## config.mk

```make
export PLATFORM = sky130hd
export DESIGN_NAME = strobe_timer
export DESIGN_NICKNAME = d
export VERILOG_FILES = /design/src/verilog/strobe_pkg.sv /design/src/verilog/edge_trigger_in.sv /design/src/verilog/rate_guard.sv /design/src/verilog/strobe_timer.sv
export SDC_FILE = /design/constraint.sdc
export NUM_CORES = 1
export LEC_CHECK = 0
export BUFFER_PORTS_ARGS = -buffer_cell sky130_fd_sc_hd__clkbuf_2
export CORE_MARGIN = 1.5
export CORE_UTILIZATION = 60
export CTS_BUF_LIST = sky130_fd_sc_hd__clkbuf_8 sky130_fd_sc_hd__clkbuf_16
export CTS_CLUSTER_DIAMETER = 60
export CTS_CLUSTER_SIZE = 20
export DETAILED_ROUTE_END_ITERATION = 10
export GPL_TIMING_DRIVEN = 0
export PLACE_DENSITY = 0.9
export SLEW_MARGIN = 30
export SYNTH_ARGS = -nofsm -noshare
export SYNTH_HDL_FRONTEND = slang
export SYNTH_SLANG_ARGS = --single-unit
```

## constraint.sdc

```tcl
create_clock -name clk -period 8.3 [get_ports clk]
set_clock_uncertainty 0.05 [all_clocks]
set_input_delay 0.415 -clock clk [delete_from_list [all_inputs] [get_ports clk]]
set_output_delay 0.415 -clock clk [all_outputs]
set_load 0.02 [all_outputs]
```

## src/verilog/strobe_pkg.sv

```systemverilog
// Purpose: Shared constants and types for the strobe shutter timing block
// Assumes: 25 MHz system clock, APB register access
// Notes:   Delay settings are kept in their panel units (us or 10 ns steps)
package strobe_pkg;
    // Clock and time base
    localparam int CLK_PERIOD_NS = 40;
    localparam int NS10_PER_CLK  = CLK_PERIOD_NS / 10;
    localparam int US_NS10       = 100;
    localparam int US_CYCLES     = 1000 / CLK_PERIOD_NS;
    localparam int FRAME_NS      = 33_333_333;
    localparam int FRAME_CYCLES  = FRAME_NS / CLK_PERIOD_NS;
    localparam int LASER_WIN_CYC = FRAME_CYCLES * 30;

    // Shutter gate and laser pulse widths, rounded up to whole cycles
    localparam int GATE_FAST_NS  = 70;
    localparam int GATE_MED_NS   = 500;
    localparam int GATE_SLOW_NS  = 5000;
    localparam int GATE_FAST_CYC = (GATE_FAST_NS + CLK_PERIOD_NS - 1) / CLK_PERIOD_NS;
    localparam int GATE_MED_CYC  = (GATE_MED_NS + CLK_PERIOD_NS - 1) / CLK_PERIOD_NS;
    localparam int GATE_SLOW_CYC = (GATE_SLOW_NS + CLK_PERIOD_NS - 1) / CLK_PERIOD_NS;
    localparam int LASER_PULSE_NS  = 1000;
    localparam int LASER_PULSE_CYC = (LASER_PULSE_NS + CLK_PERIOD_NS - 1) / CLK_PERIOD_NS;

    // Protection limits and the fixed source B delay
    localparam int DUTY_DIV        = 200;
    localparam int LASER_RATE_MAX  = 64;
    localparam logic [23:0] B_DELAY_NS10 = 24'h000032;

    // Setting ranges
    localparam logic [13:0] SET_MIN = 14'h0001;
    localparam logic [13:0] SET_MAX = 14'h270f;
    localparam logic [13:0] INTERVAL_MIN = 14'h0002;

    // Register offsets
    localparam logic [7:0] CTRL_OFF     = 8'h00;
    localparam logic [7:0] HOLDOFF_OFF  = 8'h04;
    localparam logic [7:0] SYNC_OFF     = 8'h08;
    localparam logic [7:0] INTERVAL_OFF = 8'h0c;
    localparam logic [7:0] STATUS_OFF   = 8'h10;
    localparam logic [7:0] IRQ_EN_OFF   = 8'h14;
    localparam logic [7:0] IRQ_CLR_OFF  = 8'h18;
    localparam logic [7:0] STATE_OFF    = 8'h1c;

    // Reset values
    localparam logic [10:0] CTRL_RST     = 11'h004;
    localparam logic [13:0] HOLDOFF_RST  = 14'h0001;
    localparam logic [13:0] SYNC_RST     = 14'h0001;
    localparam logic [13:0] INTERVAL_RST = 14'h0002;

    // Status bit positions
    localparam int ST_EXPOSE    = 0;
    localparam int ST_REJECT    = 1;
    localparam int ST_GATE_INH  = 2;
    localparam int ST_LASER_INH = 3;
    localparam int ST_W         = 4;

    // Source select codes
    localparam logic [1:0] SRC_A    = 2'h1;
    localparam logic [1:0] SRC_B    = 2'h2;
    localparam logic [1:0] SRC_BOTH = 2'h3;

    typedef enum logic [1:0] {
        SEQ_IDLE = 2'b00,
        SEQ_HOLD = 2'b01,
        SEQ_RUN  = 2'b10
    } seq_e;

    // Control register layout, bit 0 at the bottom
    typedef struct packed {
        logic [2:0] rate_select;
        logic       laser_arm;
        logic       shutter_on;
        logic [1:0] gate_speed;
        logic [1:0] source_select;
        logic       falling_edge_select;
        logic       outside_source_mode;
    } cfg_s;
endpackage : strobe_pkg

```

## src/verilog/edge_trigger_in.sv

```systemverilog
// Purpose: Synchronise the outside trigger pin and pick the active edge
// Assumes: Pin is asynchronous to clk
// Notes:   Output pulse lags the pin by three clocks
module edge_trigger_in (
    input  wire logic clk,        // System clock
    input  wire logic srst,       // Sync reset
    input  wire logic pin,        // Raw trigger pin
    input  wire logic fall_sel,   // Falling edge when high
    output logic      edge_pulse  // One-cycle edge pulse
);
    logic sync1_q, sync2_q, last_q, pulse_q;
    logic pulse_d;

    always_comb begin
        pulse_d = fall_sel ? (last_q & ~sync2_q) : (~last_q & sync2_q);
    end

    always_ff @(posedge clk) begin
        if (srst) begin
            sync1_q <= 1'b0;
            sync2_q <= 1'b0;
            last_q  <= 1'b0;
            pulse_q <= 1'b0;
        end else begin
            sync1_q <= pin;
            sync2_q <= sync1_q;
            last_q  <= sync2_q;
            pulse_q <= pulse_d;
        end
    end

    assign edge_pulse = pulse_q;
endmodule : edge_trigger_in

```

## src/verilog/rate_guard.sv

```systemverilog
// Purpose: Count activity in fixed windows and inhibit when over a limit
// Assumes: active is a level or pulse on clk
// Notes:   Inhibit also spans the window after an over-limit one
module rate_guard #(
    parameter int WINDOW = 1000,  // Window length in cycles
    parameter int LIMIT  = 5      // Counts allowed per window
) (
    input  wire logic clk,        // System clock
    input  wire logic srst,       // Sync reset
    input  wire logic active,     // Counted activity
    output logic      inhibit     // Protection trip
);
    localparam int WW = $clog2(WINDOW + 1);
    localparam int HW = $clog2(LIMIT + 2);

    logic [WW-1:0] win_q, win_d;
    logic [HW-1:0] hit_q, hit_d;
    logic          prev_q, prev_d, inh_q, inh_d, over;

    always_comb begin
        over   = (hit_q > HW'(LIMIT));
        win_d  = win_q + WW'(1);
        hit_d  = (active && !over) ? hit_q + HW'(1) : hit_q;
        prev_d = prev_q;
        if (win_q == WW'(WINDOW - 1)) begin
            win_d  = '0;
            hit_d  = '0;
            prev_d = over;
        end
        inh_d = over | prev_q;
    end

    always_ff @(posedge clk) begin
        if (srst) begin
            win_q  <= '0;
            hit_q  <= '0;
            prev_q <= 1'b0;
            inh_q  <= 1'b0;
        end else begin
            win_q  <= win_d;
            hit_q  <= hit_d;
            prev_q <= prev_d;
            inh_q  <= inh_d;
        end
    end

    assign inhibit = inh_q;
endmodule : rate_guard

```

## src/verilog/strobe_timer.sv

```systemverilog
// Purpose: Trigger, delay and shutter gate sequencer with APB registers
// Assumes: 25 MHz clk, lasers and shutter driver take active-high pulses
// Notes:   Delays count in 10 ns units, stepping 4 units per clock
//
// Operation
// - Outside trigger uses selected rising/falling edge
// - Fire holdoff 1 us to 9.999 ms
// - Drop triggers whose holdoff overruns the frame
// - Fire A only, B only, or both
// - Shutter gate follows source A by sync
// - Sync delay 10 ns to 99.99 us steps
// - Source B adds fixed delay to sync
// - B fires interval after A, 2us-9.999ms
// - Fast gate about 70 ns, others longer
// - Block shutter gate above 0.5 percent duty
// - Block laser triggers at abnormal rates
// - Gate pulses only while shutter is on
// - Armed laser fires per picture or trigger
// - Self-timed rates 30,15,10,6,5,3,1 per second
// - Test outside triggers, ignore failing ones
module strobe_timer
    import strobe_pkg::*;
#(
    parameter int FRAME_CYC = strobe_pkg::FRAME_CYCLES,  // Video frame length
    parameter int LASER_WIN = strobe_pkg::LASER_WIN_CYC  // Laser rate window
) (
    input  wire logic        clk,        // 25 MHz clock
    input  wire logic        srst,       // Sync reset
    input  wire logic        psel,       // APB select
    input  wire logic        penable,    // APB enable
    input  wire logic        pwrite,     // APB write
    input  wire logic [7:0]  paddr,      // APB byte address
    input  wire logic [31:0] pwdata,     // APB write data
    output logic      [31:0] prdata,     // APB read data
    output logic             pready,     // APB ready
    output logic             pslverr,    // APB error
    input  wire logic        trig_pin,   // Outside trigger pin
    output logic             laser_a,    // Source A fire pulse
    output logic             laser_b,    // Source B fire pulse
    output logic             gate,       // Intensifier shutter gate
    output logic             irq         // Level interrupt
);
    import strobe_pkg::*;

    cfg_s          cfg;
    logic [10:0]   ctrl_q, ctrl_d;
    logic [13:0]   holdoff_q, holdoff_d, sync_q, sync_d, intv_q, intv_d;
    logic [ST_W-1:0] stat_q, stat_d, en_q, en_d, ev;
    logic [31:0]   prdata_q, prdata_d, rdata;
    logic          pready_q, pready_d, pslverr_q, pslverr_d, irq_q, irq_d;
    logic          wr, addr_ok;

    seq_e          state_q, state_d;
    logic [23:0]   t_q, t_d, frame_q, frame_d;
    logic [4:0]    pic_q, pic_d;
    logic          taken_q, taken_d;
    logic          fa_q, fa_d, ga_q, ga_d, fb_q, fb_d, gb_q, gb_d;
    logic [7:0]    gcnt_q, gcnt_d;
    logic [5:0]    la_q, la_d, lb_q, lb_d;
    logic          gate_q, gate_d, laser_a_q, laser_a_d, laser_b_q, laser_b_d;

    logic          trig, frame_tick, fits, use_a, use_b, run_done, start_int;
    logic          fa_go, ga_go, fb_go, gb_go, accept, reject;
    logic          gate_inh, laser_inh;
    logic [23:0]   hold_tgt, hold_cyc, sync_tgt, tb_tgt, gb_tgt;
    logic [7:0]    gate_w;
    logic [4:0]    pic_div;

    assign cfg = cfg_s'(ctrl_q);

    edge_trigger_in u_edge (
        .clk        (clk),
        .srst       (srst),
        .pin        (trig_pin),
        .fall_sel   (cfg.falling_edge_select),
        .edge_pulse (trig)
    );

    // Duty is measured on the requested gate so a stuck gate keeps the trip
    rate_guard #(.WINDOW(FRAME_CYC), .LIMIT(FRAME_CYC / DUTY_DIV)) u_duty (
        .clk     (clk),
        .srst    (srst),
        .active  (gcnt_q != 8'h00),
        .inhibit (gate_inh)
    );

    rate_guard #(.WINDOW(LASER_WIN), .LIMIT(LASER_RATE_MAX)) u_lrate (
        .clk     (clk),
        .srst    (srst),
        .active  (fa_go | fb_go),
        .inhibit (laser_inh)
    );

    function automatic logic [13:0] clamp(input logic [31:0] v, input logic [13:0] lo);
        logic [13:0] r;
        r = SET_MAX;
        if (v < 32'(lo)) begin
            r = lo;
        end else if (v <= 32'(SET_MAX)) begin
            r = v[13:0];
        end
        return r;
    endfunction : clamp

    // Register file and APB slave: no wait state on any access
    always_comb begin
        addr_ok = (paddr[1:0] == 2'h0) && (paddr <= STATE_OFF);
        wr      = psel & penable & pready_q & pwrite & addr_ok;
        case (paddr)
            CTRL_OFF:     rdata = {21'h0, ctrl_q};
            HOLDOFF_OFF:  rdata = {18'h0, holdoff_q};
            SYNC_OFF:     rdata = {18'h0, sync_q};
            INTERVAL_OFF: rdata = {18'h0, intv_q};
            STATUS_OFF:   rdata = {28'h0, stat_q};
            IRQ_EN_OFF:   rdata = {28'h0, en_q};
            STATE_OFF:    rdata = {28'h0, laser_inh, gate_inh, state_q};
            default:      rdata = 32'h0;
        endcase
        pready_d  = psel & ~penable;
        pslverr_d = psel & ~penable & ~addr_ok;
        prdata_d  = (psel & ~penable & ~pwrite) ? rdata : prdata_q;
        ctrl_d    = (wr && paddr == CTRL_OFF) ? pwdata[10:0] : ctrl_q;
        holdoff_d = (wr && paddr == HOLDOFF_OFF) ? clamp(pwdata, SET_MIN) : holdoff_q;
        sync_d    = (wr && paddr == SYNC_OFF) ? clamp(pwdata, SET_MIN) : sync_q;
        intv_d    = (wr && paddr == INTERVAL_OFF) ? clamp(pwdata, INTERVAL_MIN) : intv_q;
        en_d      = (wr && paddr == IRQ_EN_OFF) ? pwdata[ST_W-1:0] : en_q;
        stat_d    = stat_q;
        if (wr && paddr == IRQ_CLR_OFF) begin
            stat_d = stat_q & ~pwdata[ST_W-1:0];
        end
        stat_d = stat_d | ev;  // Set wins over a same-cycle clear
        irq_d  = |(stat_d & en_d);
    end

    always_ff @(posedge clk) begin
        if (srst) begin
            ctrl_q    <= CTRL_RST;
            holdoff_q <= HOLDOFF_RST;
            sync_q    <= SYNC_RST;
            intv_q    <= INTERVAL_RST;
            stat_q    <= '0;
            en_q      <= '0;
            prdata_q  <= 32'h0;
            pready_q  <= 1'b0;
            pslverr_q <= 1'b0;
            irq_q     <= 1'b0;
        end else begin
            ctrl_q    <= ctrl_d;
            holdoff_q <= holdoff_d;
            sync_q    <= sync_d;
            intv_q    <= intv_d;
            stat_q    <= stat_d;
            en_q      <= en_d;
            prdata_q  <= prdata_d;
            pready_q  <= pready_d;
            pslverr_q <= pslverr_d;
            irq_q     <= irq_d;
        end
    end

    // Frame timing and exposure sequencer
    always_comb begin
        case (cfg.rate_select)
            3'h0:    pic_div = 5'd1;
            3'h1:    pic_div = 5'd2;
            3'h2:    pic_div = 5'd3;
            3'h3:    pic_div = 5'd5;
            3'h4:    pic_div = 5'd6;
            3'h5:    pic_div = 5'd10;
            default: pic_div = 5'd30;
        endcase
        case (cfg.gate_speed)
            2'h0:    gate_w = 8'(GATE_FAST_CYC);
            2'h1:    gate_w = 8'(GATE_MED_CYC);
            default: gate_w = 8'(GATE_SLOW_CYC);
        endcase
        use_a    = cfg.source_select[0];
        use_b    = cfg.source_select[1];
        hold_tgt = 24'(holdoff_q) * 24'(US_NS10);
        hold_cyc = 24'(holdoff_q) * 24'(US_CYCLES);
        sync_tgt = 24'(sync_q);
        tb_tgt   = (cfg.source_select == SRC_BOTH) ? 24'(intv_q) * 24'(US_NS10) : 24'h0;
        gb_tgt   = tb_tgt + sync_tgt + B_DELAY_NS10;
        frame_tick = (frame_q == 24'(FRAME_CYC - 1));
        frame_d    = frame_tick ? 24'h0 : frame_q + 24'h1;
        pic_d      = pic_q;
        if (frame_tick) begin
            pic_d = (pic_q + 5'd1 >= pic_div) ? 5'd0 : pic_q + 5'd1;
        end
        // Holdoff must expire inside the current frame
        fits   = ({4'h0, frame_q} + {4'h0, hold_cyc}) < 28'(FRAME_CYC);
        accept = cfg.outside_source_mode & trig & (state_q == SEQ_IDLE) & ~taken_q & fits;
        reject = cfg.outside_source_mode & trig & ~accept;
        start_int = ~cfg.outside_source_mode & frame_tick & (pic_q == 5'd0)
                    & (state_q == SEQ_IDLE);
        taken_d = frame_tick ? 1'b0 : (taken_q | accept);

        fa_go = (state_q == SEQ_RUN) & use_a & ~fa_q;
        ga_go = (state_q == SEQ_RUN) & use_a & ~ga_q & (t_q >= sync_tgt);
        fb_go = (state_q == SEQ_RUN) & use_b & ~fb_q & (t_q >= tb_tgt);
        gb_go = (state_q == SEQ_RUN) & use_b & ~gb_q & (t_q >= gb_tgt);
        fa_d  = fa_q | fa_go;
        ga_d  = ga_q | ga_go;
        fb_d  = fb_q | fb_go;
        gb_d  = gb_q | gb_go;
        run_done = (~use_a | ga_q) & (~use_b | gb_q) & (gcnt_q == 8'h00);

        gcnt_d = (ga_go | gb_go) ? gate_w :
                 (gcnt_q != 8'h00) ? gcnt_q - 8'h01 : 8'h00;
        la_d   = fa_go ? 6'(LASER_PULSE_CYC) : (la_q != 6'h0) ? la_q - 6'h1 : 6'h0;
        lb_d   = fb_go ? 6'(LASER_PULSE_CYC) : (lb_q != 6'h0) ? lb_q - 6'h1 : 6'h0;
        gate_d    = (gcnt_d != 8'h00) & cfg.shutter_on & ~gate_inh;
        laser_a_d = (la_d != 6'h0) & cfg.laser_arm & ~laser_inh;
        laser_b_d = (lb_d != 6'h0) & cfg.laser_arm & ~laser_inh;

        state_d = state_q;
        t_d     = t_q + 24'(NS10_PER_CLK);
        case (state_q)
            SEQ_IDLE: begin
                t_d = 24'h0;
                if (accept) begin
                    state_d = SEQ_HOLD;
                end else if (start_int) begin
                    state_d = SEQ_RUN;
                end
            end
            SEQ_HOLD: begin
                if (t_q >= hold_tgt) begin
                    state_d = SEQ_RUN;
                    t_d     = 24'h0;
                end
            end
            SEQ_RUN: begin
                if (run_done) begin
                    state_d = SEQ_IDLE;
                end
            end
            default: begin
                state_d = SEQ_IDLE;
            end
        endcase
        if (state_d != SEQ_RUN) begin
            fa_d = 1'b0;
            ga_d = 1'b0;
            fb_d = 1'b0;
            gb_d = 1'b0;
        end
        ev = '0;
        ev[ST_EXPOSE]    = (state_q == SEQ_RUN) & run_done;
        ev[ST_REJECT]    = reject;
        ev[ST_GATE_INH]  = gate_inh;
        ev[ST_LASER_INH] = laser_inh;
    end

    always_ff @(posedge clk) begin
        if (srst) begin
            state_q   <= SEQ_IDLE;
            t_q       <= 24'h0;
            frame_q   <= 24'h0;
            pic_q     <= 5'd0;
            taken_q   <= 1'b0;
            fa_q      <= 1'b0;
            ga_q      <= 1'b0;
            fb_q      <= 1'b0;
            gb_q      <= 1'b0;
            gcnt_q    <= 8'h00;
            la_q      <= 6'h0;
            lb_q      <= 6'h0;
            gate_q    <= 1'b0;
            laser_a_q <= 1'b0;
            laser_b_q <= 1'b0;
        end else begin
            state_q   <= state_d;
            t_q       <= t_d;
            frame_q   <= frame_d;
            pic_q     <= pic_d;
            taken_q   <= taken_d;
            fa_q      <= fa_d;
            ga_q      <= ga_d;
            fb_q      <= fb_d;
            gb_q      <= gb_d;
            gcnt_q    <= gcnt_d;
            la_q      <= la_d;
            lb_q      <= lb_d;
            gate_q    <= gate_d;
            laser_a_q <= laser_a_d;
            laser_b_q <= laser_b_d;
        end
    end

    assign prdata  = prdata_q;
    assign pready  = pready_q;
    assign pslverr = pslverr_q;
    assign irq     = irq_q;
    assign gate    = gate_q;
    assign laser_a = laser_a_q;
    assign laser_b = laser_b_q;
endmodule : strobe_timer

```

* After elaboration in Yosys (flattened, before gate mapping)
Cells that the tools add are included.
** Operators by class
- $add $sub $neg :: 13
- $mul :: 3
- Magnitude comparators :: 12
- Equal/unequal tests :: 20
- Mux-type cells :: 24
- Bitwise operators :: 66
- Reduce and logical (&&, ||, !) cells :: 29
** Operators by type and width (number)
- $pmux W14 S7 :: 1
- $mul A14 B5 Y19 const B :: 3
- $ge A24 B21 Y1 :: 2
- $pmux W24 S2 :: 1
- $mux W14 :: 3
- $and A1 B1 Y1 :: 35
- $eq A8 B5 Y1 const B :: 4
- $le A32 B14 Y1 const B :: 1
- $lt A32 B1 Y1 const B :: 1
- $lt A32 B2 Y1 const B :: 1
- $pmux W5 S6 :: 1
- $add A24 B19 Y25 :: 1
- $add A25 B1 Y25 const B :: 1
- $eq A25 B25 Y1 const B :: 1
- $lt A25 B20 Y1 const B :: 1
- $add A24 B1 Y24 const B :: 1
- $add A24 B3 Y24 const B :: 1
- $eq A24 B20 Y1 const B :: 1
- $ge A24 B14 Y1 :: 1
- $ge A24 B23 Y1 :: 1
- $mux W24 :: 1
- $mux W6 :: 4
- $reduce_bool A6 Y1 :: 4
- $add A22 B6 Y23 const B :: 1
- other kinds (42) :: 95
** Storage, ports and cells
- Register bits after elaboration :: 252
- Bits of input ports :: 46
- Output and inout bits :: 38
- Word-level logic and storage cells :: 204

* Depth between registers and ports, before layout
Gate-level depths: netlist of the first run.
- Depth in word-level cells :: 11
- Mapped depth :: 30
- Mapped depth without buffers :: 30

* Hierarchy
From an unflattened synthesis of the first run, not the netlist that was laid out.
** Second synthesis, totals
- Cells, all modules :: 2147
- Area total of the unflattened synthesis :: 17780.8 sq um
** Modules (own cells, without submodules)
- strobe_timer :: times used 1, cells an instance 1764, area each 14425.1 sq um, sequential area each 3183.1 sq um
- rate_guard (u_lrate) :: times used 1, cells an instance 184, area each 1621.6 sq um, sequential area each 680.7 sq um
- rate_guard (u_duty) :: times used 1, cells an instance 189, area each 1610.3 sq um, sequential area each 700.7 sq um
- edge_trigger_in :: times used 1, cells an instance 10, area each 123.9 sq um, sequential area each 80.1 sq um

* Least setup slack after synthesis of the first run
OpenSTA, ideal clock, no wires.
- Path kind :: reg2reg
- Start point :: register intv_q[6]
- End point :: register gcnt_q[1]
- Library setup time :: 0.121 ns
- Data arrival time :: 5.972 ns
- Required time :: 8.129 ns
- Slack :: 2.157 ns
- Cell stages (with the launch flop) :: 30
- Buffers on the path :: 0
- Clock period less this slack :: 6.143 ns
- Cells stage by stage :: dfxtp_1 -> ha_1 -> ha_1 -> inv_1 -> fa_1 -> inv_1 -> ha_1 -> and3_1 -> a221oi_1 -> xnor2_1 -> nand2_1 -> inv_1 -> ha_1 -> ha_1 -> o21a_1 -> o21ai_0 -> nand2b_1 -> o31ai_1 -> or4_1 -> nor3b_2 -> xnor2_1 -> ha_1 -> and4_1 -> nand3_1 -> nor2_1 -> nor4_1 -> a211oi_1 -> a21o_1 -> nor2_2 -> mux2_2
** On the way
- Word-level cells in the longest chain between the ends :: 8
** RTL lines
- start, declared :: RTL line strobe_timer.sv:47 : logic [13:0] holdoff_q, holdoff_d, sync_q, sync_d, intv_q, intv_d;
- start signal, assigned :: RTL line strobe_timer.sv:151 : intv_q <= intv_d;
- $mul A14 B5 Y19 :: RTL line strobe_timer.sv:182 : tb_tgt = (cfg.source_select == SRC_BOTH) ? 24'(intv_q) * 24'(US_NS10) : 24'h0;
- $mux W21 :: RTL line strobe_timer.sv:182
- $add A21 B14 Y22 :: RTL line strobe_timer.sv:183 : gb_tgt = tb_tgt + sync_tgt + B_DELAY_NS10;
- $add A22 B6 Y23 :: RTL line strobe_timer.sv:183
- $ge A24 B23 Y1 :: RTL line strobe_timer.sv:201 : gb_go = (state_q == SEQ_RUN) & use_b & ~gb_q & (t_q >= gb_tgt);
- $and A1 B1 Y1 :: RTL line strobe_timer.sv:201
- $or A1 B1 Y1 :: RTL line strobe_timer.sv:208 : gcnt_d = (ga_go | gb_go) ? gate_w :
- $mux W8 :: RTL line strobe_timer.sv:208
- end signal, assigned :: RTL line strobe_timer.sv:282 : gcnt_q <= gcnt_d;
- end, declared :: RTL line strobe_timer.sv:58 : logic [7:0] gcnt_q, gcnt_d;
No other way between the ends.
A chain may end at the register's enable or synchronous reset.

* Worst setup path in the final report of the first run
Same ends and word-level chain as after synthesis.

==> results.sh, run 1 <==
export IMPL_status="finished, final reports clean"
export IMPL_synth_simple_area_share=0.2033
export IMPL_critPathKind="flop to flop"
export IMPL_vias=15500
export IMPL_worst_setup_path_start_kind="flop"
export IMPL_regArea_um2=4644
export IMPL_crit_required_ns=8.66
export IMPL_finalMaxSlewViolations=0
export IMPL_async_reset_ff_frac=0
export IMPL_dp_hpwl_um=34290
export IMPL_synthMuxAreaShare=0.008704
export IMPL_overflow=0
export IMPL_clk_latency_ns=0.52
export IMPL_path_clk_slew_ns=0.08
export IMPL_hold_violations=0
export IMPL_fin_cells=2592
export IMPL_syn_area_per_cell_um2=8.295
export IMPL_wl_um=44070
export IMPL_syn_area_um2=17390
export IMPL_cts_tree="built"
export IMPL_synth_cell_types=84
export IMPL_worst_slew_pin_slew_ns=0.8684
export IMPL_crit_fanout=7
export IMPL_synth_main_ff_cell="dfxtp_1"
export IMPL_dp_cells=2563
export IMPL_final_common_cell="ha_1"
export IMPL_final_cell_mix="253 x ha_1, 241 x nor2_1, 232 x dfxtp_1"
export IMPL_p_switching_mw=0.7244
export IMPL_rsz0062_at_grt="no"
export IMPL_grt_pass1_wl_um=72500
export IMPL_final_fill_count=2186
export IMPL_drcViolationCount=0
export IMPL_synth_xor_area_frac=0.07452
export IMPL_yosysTopAreaCellShare=0.2670
export IMPL_cts_htree_levels=1
export IMPL_grt_pass1_vias=15554
export IMPL_die_y_um=173.3
export IMPL_antenna_cells=0
export IMPL_multi_input_area_um2=11710
export IMPL_die_width_um=173.3
export IMPL_synth_compound_area_frac=0.1503
export IMPL_synth_warnings=0
export IMPL_period_minus_slack_ns=7.010
export IMPL_clk_root_buffer_cell="clkbuf_16"
export IMPL_power_share_clock=0.348
export IMPL_cts_resized=0
export IMPL_cap_violations=0
export IMPL_firstDrtPassIters=7
export IMPL_relSlewSlack=0.4157
export IMPL_grtUsageTotal=0.2886
export IMPL_cts_buffer_depth=3
export IMPL_ios=84
export IMPL_worstPathArrival_ns=7.37
export IMPL_powerDensity_nw_per_um2=130.7
export IMPL_hold_class="input pin to flop"
export IMPL_core_area_um2=28630
export IMPL_synth_seq_area_share=0.2670
export IMPL_nets=2541
export IMPL_antenna_found_initial=0
export IMPL_initial_core_util=0.6077
export IMPL_fmax_mhz=142.7
export IMPL_synth_enable_flop_cells=0
export IMPL_grt_max_degree=21
export IMPL_crit_slowest_cell="or4_1"
export IMPL_wl_per_cell_um=17.00
export IMPL_intPower_mw=1.737
export IMPL_ir_drop_v=0.0002207
export IMPL_netlist_instances=2097
export IMPL_area_growth_pct=8.287
export IMPL_crit_path_end_kind="flop"
export IMPL_pwr_share_seq=0.492
export IMPL_holdBufCountCts=0
export IMPL_via_per_inst=5.980
export IMPL_ant_nets=0
export IMPL_power_share_switching=0.2943
export IMPL_power_leakage_nw=8.557
export IMPL_clock_sinks=232
export IMPL_synth_top_cell_by_area="dfxtp_1"
export IMPL_synth_top_family_by_area="adder cells"
export IMPL_drive_gt1_frac=0.07156
export IMPL_power_share_combinational=0.160
export IMPL_cts_made_buffers=18
export IMPL_dieArea_um2=30020
export IMPL_fin_tns_setup_ns=0
export IMPL_setup_violations=0
export IMPL_max_stage_delay_ns=0.53
export IMPL_post_cts_buffers=0
export IMPL_place_gp_congestion=0.9677
export IMPL_drtIter0Drc=1320
export IMPL_cp_common_cell="ha_1"
export IMPL_fin_crit_sh=0.8446
export IMPL_ys_top_cells_by_area="dfxtp_1 27%, ha_1 18%, nor2_1 5.2%"
export IMPL_total_power_mw=2.461
export IMPL_port_buffers=65
export IMPL_synthAdderAreaFrac=0.2315
export IMPL_row_count=62
export IMPL_synth_seq_cells=232
stage by stage:
stage          hold WS (ns)  cell area (um^2)  setup WS [ns]  utilization
6_report            0.09775             18840          1.290       0.6580
3_3_place_gp         0.3773             18260          1.578       0.6380
3_5_place_dp         0.3726             18270          1.380       0.6383
5_1_grt              0.1021             18840          1.008       0.6580
4_1_cts             0.09982             18830          1.336       0.6578
2_1_floorplan        0.3638             17460          2.157            -
routing by layer:
layer	routed length [um]	GRT usage	up-vias
li1	-	-	7494
met1	17560	0.3477	7140
met2	20760	0.4977	692
met3	3640	0.04759	174
met4	2112	0.1449	0
met5	0	0	-
worst max-delay path, delay by kind of cell (launching register included):
kind	cells	cell delay (ns)
muxes	1	0.38
and+or+nand+nor	10	2.05
AOI/OAI and AO/OA	6	1.14
buffers and inverters	3	0.18
DFF	1	0.51
xor gates and xnor gates	2	0.34
adders and majority gates	7	2.26
logic make-up (layout without fill, tap and decap cells):
logic type,Yosys count,in the layout
AND/OR/NAND/NOR,728,728
AO/OA/AOI/OAI,402,402
adder cells (fa/ha/maj),296,296
buffers and inverters,275,369
flip-flops,232,232
XOR/XNOR,148,148
multiplexers,15,15
other,1,18
worst paths after layout:
kind,slack [ns],depth (start not counted),start,end
setup / recovery,1.29,29,intv_q[6],gcnt_q[1]
setup reg to reg,1.29,29,intv_q[6],gcnt_q[1]
hold reg to reg,0.39,1,u_edge.sync1_q,u_edge.sync2_q
hold / removal,0.1,2,trig_pin,u_edge.sync1_q
power by group through the flow:
stage          Sequential (mW)  Clock (mW)  Combinational [mW]
6_report                  1.21       0.857               0.394
5_1_grt                   1.22       0.903               0.437
4_1_cts                   1.21       0.859               0.386
3_5_place_dp              1.23           0               0.376
3_3_place_gp              1.23           0               0.354
2_1_floorplan             1.22           0               0.289
flip-flops by register name, summed over array words and instances, names as in the netlist, 13 cells and up:
register,flops
u_duty.win_q,20
prdata,14
u_lrate.win_q,25
holdoff_q,14
frame_q,24
t_q,22
u_duty.hit_q,13
intv_q,14
sync_q,14
final cells by class:
cell class                      instances  area share
Multi-Input combinational cell       1607      0.6214
Clock inverter                         11    0.005779
Tap cell                              384     0.02551
Sequential cell                       232      0.2466
Inverter                              200     0.03986
Clock buffer                           18     0.02391
Timing Repair Buffer                   65     0.01727
Buffer                                 75     0.01966
cell usage after synthesis, drive strengths merged (16+ instances only):
cell    instances
or3            32
clkbuf         44
dfxtp         232
nand2         147
nor2          242
nor2b          24
nand2b         16
ha            253
nand4          31
a22oi          27
xnor2          70
buf            31
and3           20
a211oi         31
a21o           39
inv           200
o21ai          59
nand3          85
a31oi          18
nor4           36
a21oi         138
nor3           40
xor2           78
fa             43
Note: power is estimated with default switching activity, not from simulation.
==> run 2, diff against run 1 <==
- clock period: 8.3 -> 6.5 ns (I/O delays scaled with it)
==> results.sh, run 2 (synthesis results as in run 1) <==
export IMPL_clk_latency_ns=0.52
export IMPL_grt_pass1_wl_um=72800
export IMPL_regMostFlops="u_lrate.win_q"
export IMPL_final_common_cell="ha_1"
export IMPL_hold_path_end="u_edge.sync1_q"
export IMPL_final_fill_count=2114
export IMPL_grt_max_degree=21
export IMPL_crit_slowest_cell="or4_4"
export IMPL_holdBufCountCts=0
export IMPL_reg2reg_depth=28
export IMPL_hold_class="input pin to flop"
export IMPL_antenna_cells=0
export IMPL_path_clk_slew_ns=0.08
export IMPL_overflow=0
export IMPL_cts_made_buffers=18
export IMPL_finalMaxSlewViolations=0
export IMPL_crit_fanout=6
export IMPL_firstDrtPassIters=8
export IMPL_whs_ns=0.006104
export IMPL_wl_per_cell_um=17.56
export IMPL_largest_registers="u_lrate.win_q (25), frame_q (24), t_q (22)"
export IMPL_core_area_um2=28630
export IMPL_grt_util_met2=0.4983
export IMPL_grtUsageTotal=0.2899
export IMPL_setup_violations=0
export IMPL_fin_tns_setup_ns=0
export IMPL_powerDensity_nw_per_um2=164.6
export IMPL_ir_drop_v=0.0002838
export IMPL_r2r_start="intv_q[2]"
export IMPL_grt_pass1_vias=15588
export IMPL_worst_setup_path_start_kind="flop"
export IMPL_timing_rr_end="gcnt_q[1]"
export IMPL_placed_cell_area_um2=18270
export IMPL_cts_tree="built"
export IMPL_met1_usage=0.3507
export IMPL_via_per_inst=6.074
export IMPL_grtUsageMet3=0.04605
export IMPL_worstHoldPathCells=2
export IMPL_antenna_found_initial=0
export IMPL_ant_nets=0
export IMPL_hold_start="trig_pin"
export IMPL_final_cell_mix="242 x ha_1, 240 x nor2_1, 226 x dfxtp_1"
export IMPL_clk_root_buffer_cell="clkbuf_16"
export IMPL_drive_gt1_frac=0.08796
export IMPL_die_width_um=173.3
export IMPL_largest_register_ffs=25
export IMPL_initial_core_util=0.6077
export IMPL_drtIter0Drc=1518
export IMPL_drcViolationCount=0
export IMPL_power_leakage_nw=8.588
export IMPL_die_y_um=173.3
export IMPL_vias=15799
export IMPL_grt_busiest_layer="met2"
export IMPL_wl_um=45660
export IMPL_worst_slew_pin_slew_ns=0.8695
export IMPL_period_minus_slack_ns=6.457
export IMPL_ios=84
export IMPL_cts_htree_levels=1
export IMPL_max_stage_delay_ns=0.50
export IMPL_row_count=62
export IMPL_nets=2550
export IMPL_hold_violations=0
export IMPL_area_growth_pct=9.855
export IMPL_clock_sinks=232
export IMPL_port_buffers=65
export IMPL_fin_crit_sh=0.9934
export IMPL_reg2reg_slack_ns=0.04
export IMPL_relSlewSlack=0.4155
export IMPL_cts_buffer_depth=3
export IMPL_status="finished, final reports clean"
export IMPL_finalInstanceArea_um2=19110
export IMPL_worstPathArrival_ns=6.82
export IMPL_cap_violations=0
export IMPL_place_gp_congestion=0.9677
export IMPL_crit_required_ns=6.86
export IMPL_fmax_mhz=154.9
export IMPL_critPathKind="flop to flop"
export IMPL_crit_path_end_kind="flop"
export IMPL_dieArea_um2=30020
export IMPL_dp_hpwl_um=34290
==> run 2: area by class of cell <==
class | instances | area [um^2] | area share
plain buffers | 75 | 370.4 | 0.01938
repair buffers | 74 | 396.6 | 0.02076
clock inverters | 11 | 108.9 | 0.005697
well taps | 384 | 480.5 | 0.02514
clock buffers | 18 | 450.4 | 0.02357
flip-flops and latches | 232 | 4662 | 0.2440
inverters | 200 | 750.7 | 0.03929
multi-input cells | 1607 | 11890 | 0.6222
==> run 2: what timing repair did <==
| action | in CTS | in global routing |
|---|---|---|
| endpoints found under the hold margin | 0 | 0 |
| endpoints found under the setup margin | 8 | 10 |
| pin swaps | 1 | 14 |
| gates resized for setup | 10 | 26 |
| buffers inserted | 1 | 8 |
==> run 2: worst max path at each step <==
stage | depth (start not counted) | from | slack (ns) | to
after floorplan | 29 | intv_q[6] | 0.36 | gcnt_q[1]
after global placement | 29 | intv_q[6] | -0.22 | gcnt_q[1]
after detailed placement | 29 | intv_q[6] | -0.42 | gcnt_q[1]
after CTS | 30 | intv_q[4] | -0.01 | gcnt_q[1]
after global routing | 28 | intv_q[2] | -0.13 | gcnt_q[4]
final | 28 | intv_q[2] | 0.04 | gcnt_q[1]
==> run 2: metal layers <==
metal	vias up	part of all wire
met3	194	0.088
li1	7507	-
met4	0	0.051
met5	-	0
met2	778	0.47
met1	7320	0.39
==> run 2: metrics by stage <==
step                        util  setup WS, ns  total power [mW]  cells
after CTS                 0.6588     -0.009890             3.131   2593
final                     0.6675       0.04267             3.145   2601
after global placement    0.6380       -0.2219             2.021   2563
after floorplan                -        0.3573             1.930   2114
after detailed placement  0.6383       -0.4197             2.053   2563
after global routing      0.6675       -0.1330             3.264   2601
==> run 2: where the power goes <==
| group | internal, mW | switching (mW) |
|---|---|---|
| registers | 1.48 | 0.0628 |
| clock network | 0.529 | 0.567 |
| logic | 0.208 | 0.298 |
| total | 2.22 | 0.927 |
==> run 2: critical path, delay by kind of cell (launching register included) <==
kind                     cells  cell delay [ns]
AND/OR/NAND/NOR              9             1.68
AO/OA/AOI/OAI                8             1.46
XOR/XNOR                     2             0.25
buffers and inverters        1             0.12
adder cells (fa/ha/maj)      7             2.09
multiplexers                 1             0.31
flip-flops                   1             0.39
==> run 3, diff against run 2 <==
- SETUP_SLACK_MARGIN: default -> 0.2
==> results.sh, run 3 (synthesis results as in run 1) <==
export IMPL_status="finished, final reports clean"
export IMPL_crit_fanout=5
export IMPL_die_width_um=173.3
export IMPL_relSlewSlack=0.3269
export IMPL_clk_latency_ns=0.51
export IMPL_nets=2555
export IMPL_core_area_um2=28630
export IMPL_overflow=0
export IMPL_worst_setup_path_start_kind="flop"
export IMPL_die_y_um=173.3
export IMPL_crit_path_end_kind="flop"
export IMPL_dieArea_um2=30020
export IMPL_crit_required_ns=6.86
export IMPL_holdBufCountCts=0
export IMPL_grt_pass1_vias=15765
export IMPL_cap_violations=0
export IMPL_ant_nets=0
export IMPL_cp_buffers_inverters=1
export IMPL_regMostFlops="u_lrate.win_q"
export IMPL_clock_sinks=232
export IMPL_grt_pass1_wl_um=73890
export IMPL_antenna_cells=0
export IMPL_hold_class="input pin to flop"
export IMPL_area_growth_pct=10.83
export IMPL_period_minus_slack_ns=6.439
export IMPL_powerDensity_nw_per_um2=163.3
export IMPL_worst_slew_pin_slew_ns=1.004
export IMPL_place_gp_congestion=0.9677
export IMPL_fin_tns_setup_ns=0
export IMPL_cts_tree="built"
export IMPL_final_fill_count=2065
export IMPL_critPathKind="flop to flop"
export IMPL_via_per_inst=6.163
export IMPL_cts_made_buffers=18
export IMPL_worstPathArrival_ns=6.80
export IMPL_fin_crit_sh=0.9905
export IMPL_cts_buffer_depth=3
export IMPL_largest_register_ffs=25
export IMPL_grtUsageTotal=0.2948
export IMPL_firstDrtPassIters=7
export IMPL_wl_um=47360
export IMPL_cts_htree_levels=1
export IMPL_max_stage_delay_ns=0.39
export IMPL_crit_slowest_cell="ha_2"
export IMPL_ir_drop_v=0.0002832
export IMPL_drcViolationCount=0
export IMPL_wl_per_cell_um=18.17
export IMPL_final_common_cell="nor2_1"
export IMPL_finalMaxSlewViolations=0
export IMPL_antenna_found_initial=0
export IMPL_dp_hpwl_um=34290
export IMPL_initial_core_util=0.6077
export IMPL_clk_root_buffer_cell="clkbuf_16"
export IMPL_power_leakage_nw=8.665
export IMPL_ios=84
export IMPL_cp_common_cell="ha_1"
export IMPL_row_count=62
export IMPL_drive_gt1_frac=0.09901
export IMPL_path_clk_slew_ns=0.08
export IMPL_port_buffers=65
export IMPL_fmax_mhz=155.3
export IMPL_hold_violations=0
export IMPL_total_power_mw=3.149
export IMPL_largest_registers="u_lrate.win_q (25), frame_q (24), t_q (22)"
export IMPL_vias=16060
export IMPL_cp_top_family="adder cells"
export IMPL_whs_ns=0.01266
export IMPL_setup_violations=0
export IMPL_grt_max_degree=21
export IMPL_final_cell_mix="240 x nor2_1, 238 x ha_1, 225 x dfxtp_1"
export IMPL_drtIter0Drc=1624
==> run 3: changes by cell type in the layout (fill, tap and decap cells not counted), sizes merged <==
| cell | change |
|---|---|
| buf | +5 |
==> run 3: final cells by class <==
class,instances,area (um^2),share of cell area
buffer,75,371.6,0.01928
clock buffer,18,450.4,0.02336
clock inverter,11,108.9,0.005646
inverter,200,750.7,0.03894
multi-input combinational,1607,12020,0.6234
sequential,232,4663,0.2419
tap,384,480.5,0.02492
timing repair buffer,79,434.2,0.02252
==> run 3: timing repair <==
item,4_1_cts,5_1_grt
gates cloned,0,0
buffers inserted,6,8
gates resized for setup,26,37
pin swaps,10,24
setup endpoints to repair,15,16
==> run 3: final timing paths <==
check / slack, ns / to / from / depth (start not counted)
setup / recovery: 0.06 / gcnt_q[1] / intv_q[1] / 29
hold reg to reg: 0.39 / u_edge.sync2_q / u_edge.sync1_q / 1
setup reg to reg: 0.06 / gcnt_q[1] / intv_q[1] / 29
hold / removal: 0.01 / u_edge.sync1_q / trig_pin / 2
==> run 3: metrics by stage <==
step                  util  std cells  area (um^2)  setup slack, ns
floorplan                -       2114        17460           0.3573
global placement    0.6380       2563        18260          -0.2219
detailed placement  0.6383       2563        18270          -0.4197
CTS                 0.6640       2598        19010           0.2006
global route        0.6735       2606        19280         -0.03269
finish              0.6735       2606        19280          0.06147
==> run 3: where the power goes <==
group          total (mW)  switching, mW  leakage (nW)  internal [mW]
sequential           1.54         0.0624          1.88           1.48
clock                1.10          0.567         0.267          0.529
combinational       0.509          0.301          6.52          0.208
==> run 3: metal layers <==
| layer | GRT usage | part of all wire | vias to the layer above |
|---|---|---|---|
| met5 | 0 | 0 | - |
| met4 | 0.1609 | 0.062 | 0 |
| met3 | 0.04890 | 0.092 | 256 |
| met2 | 0.5057 | 0.47 | 897 |
| met1 | 0.3525 | 0.38 | 7378 |
| li1 | - | - | 7529 |
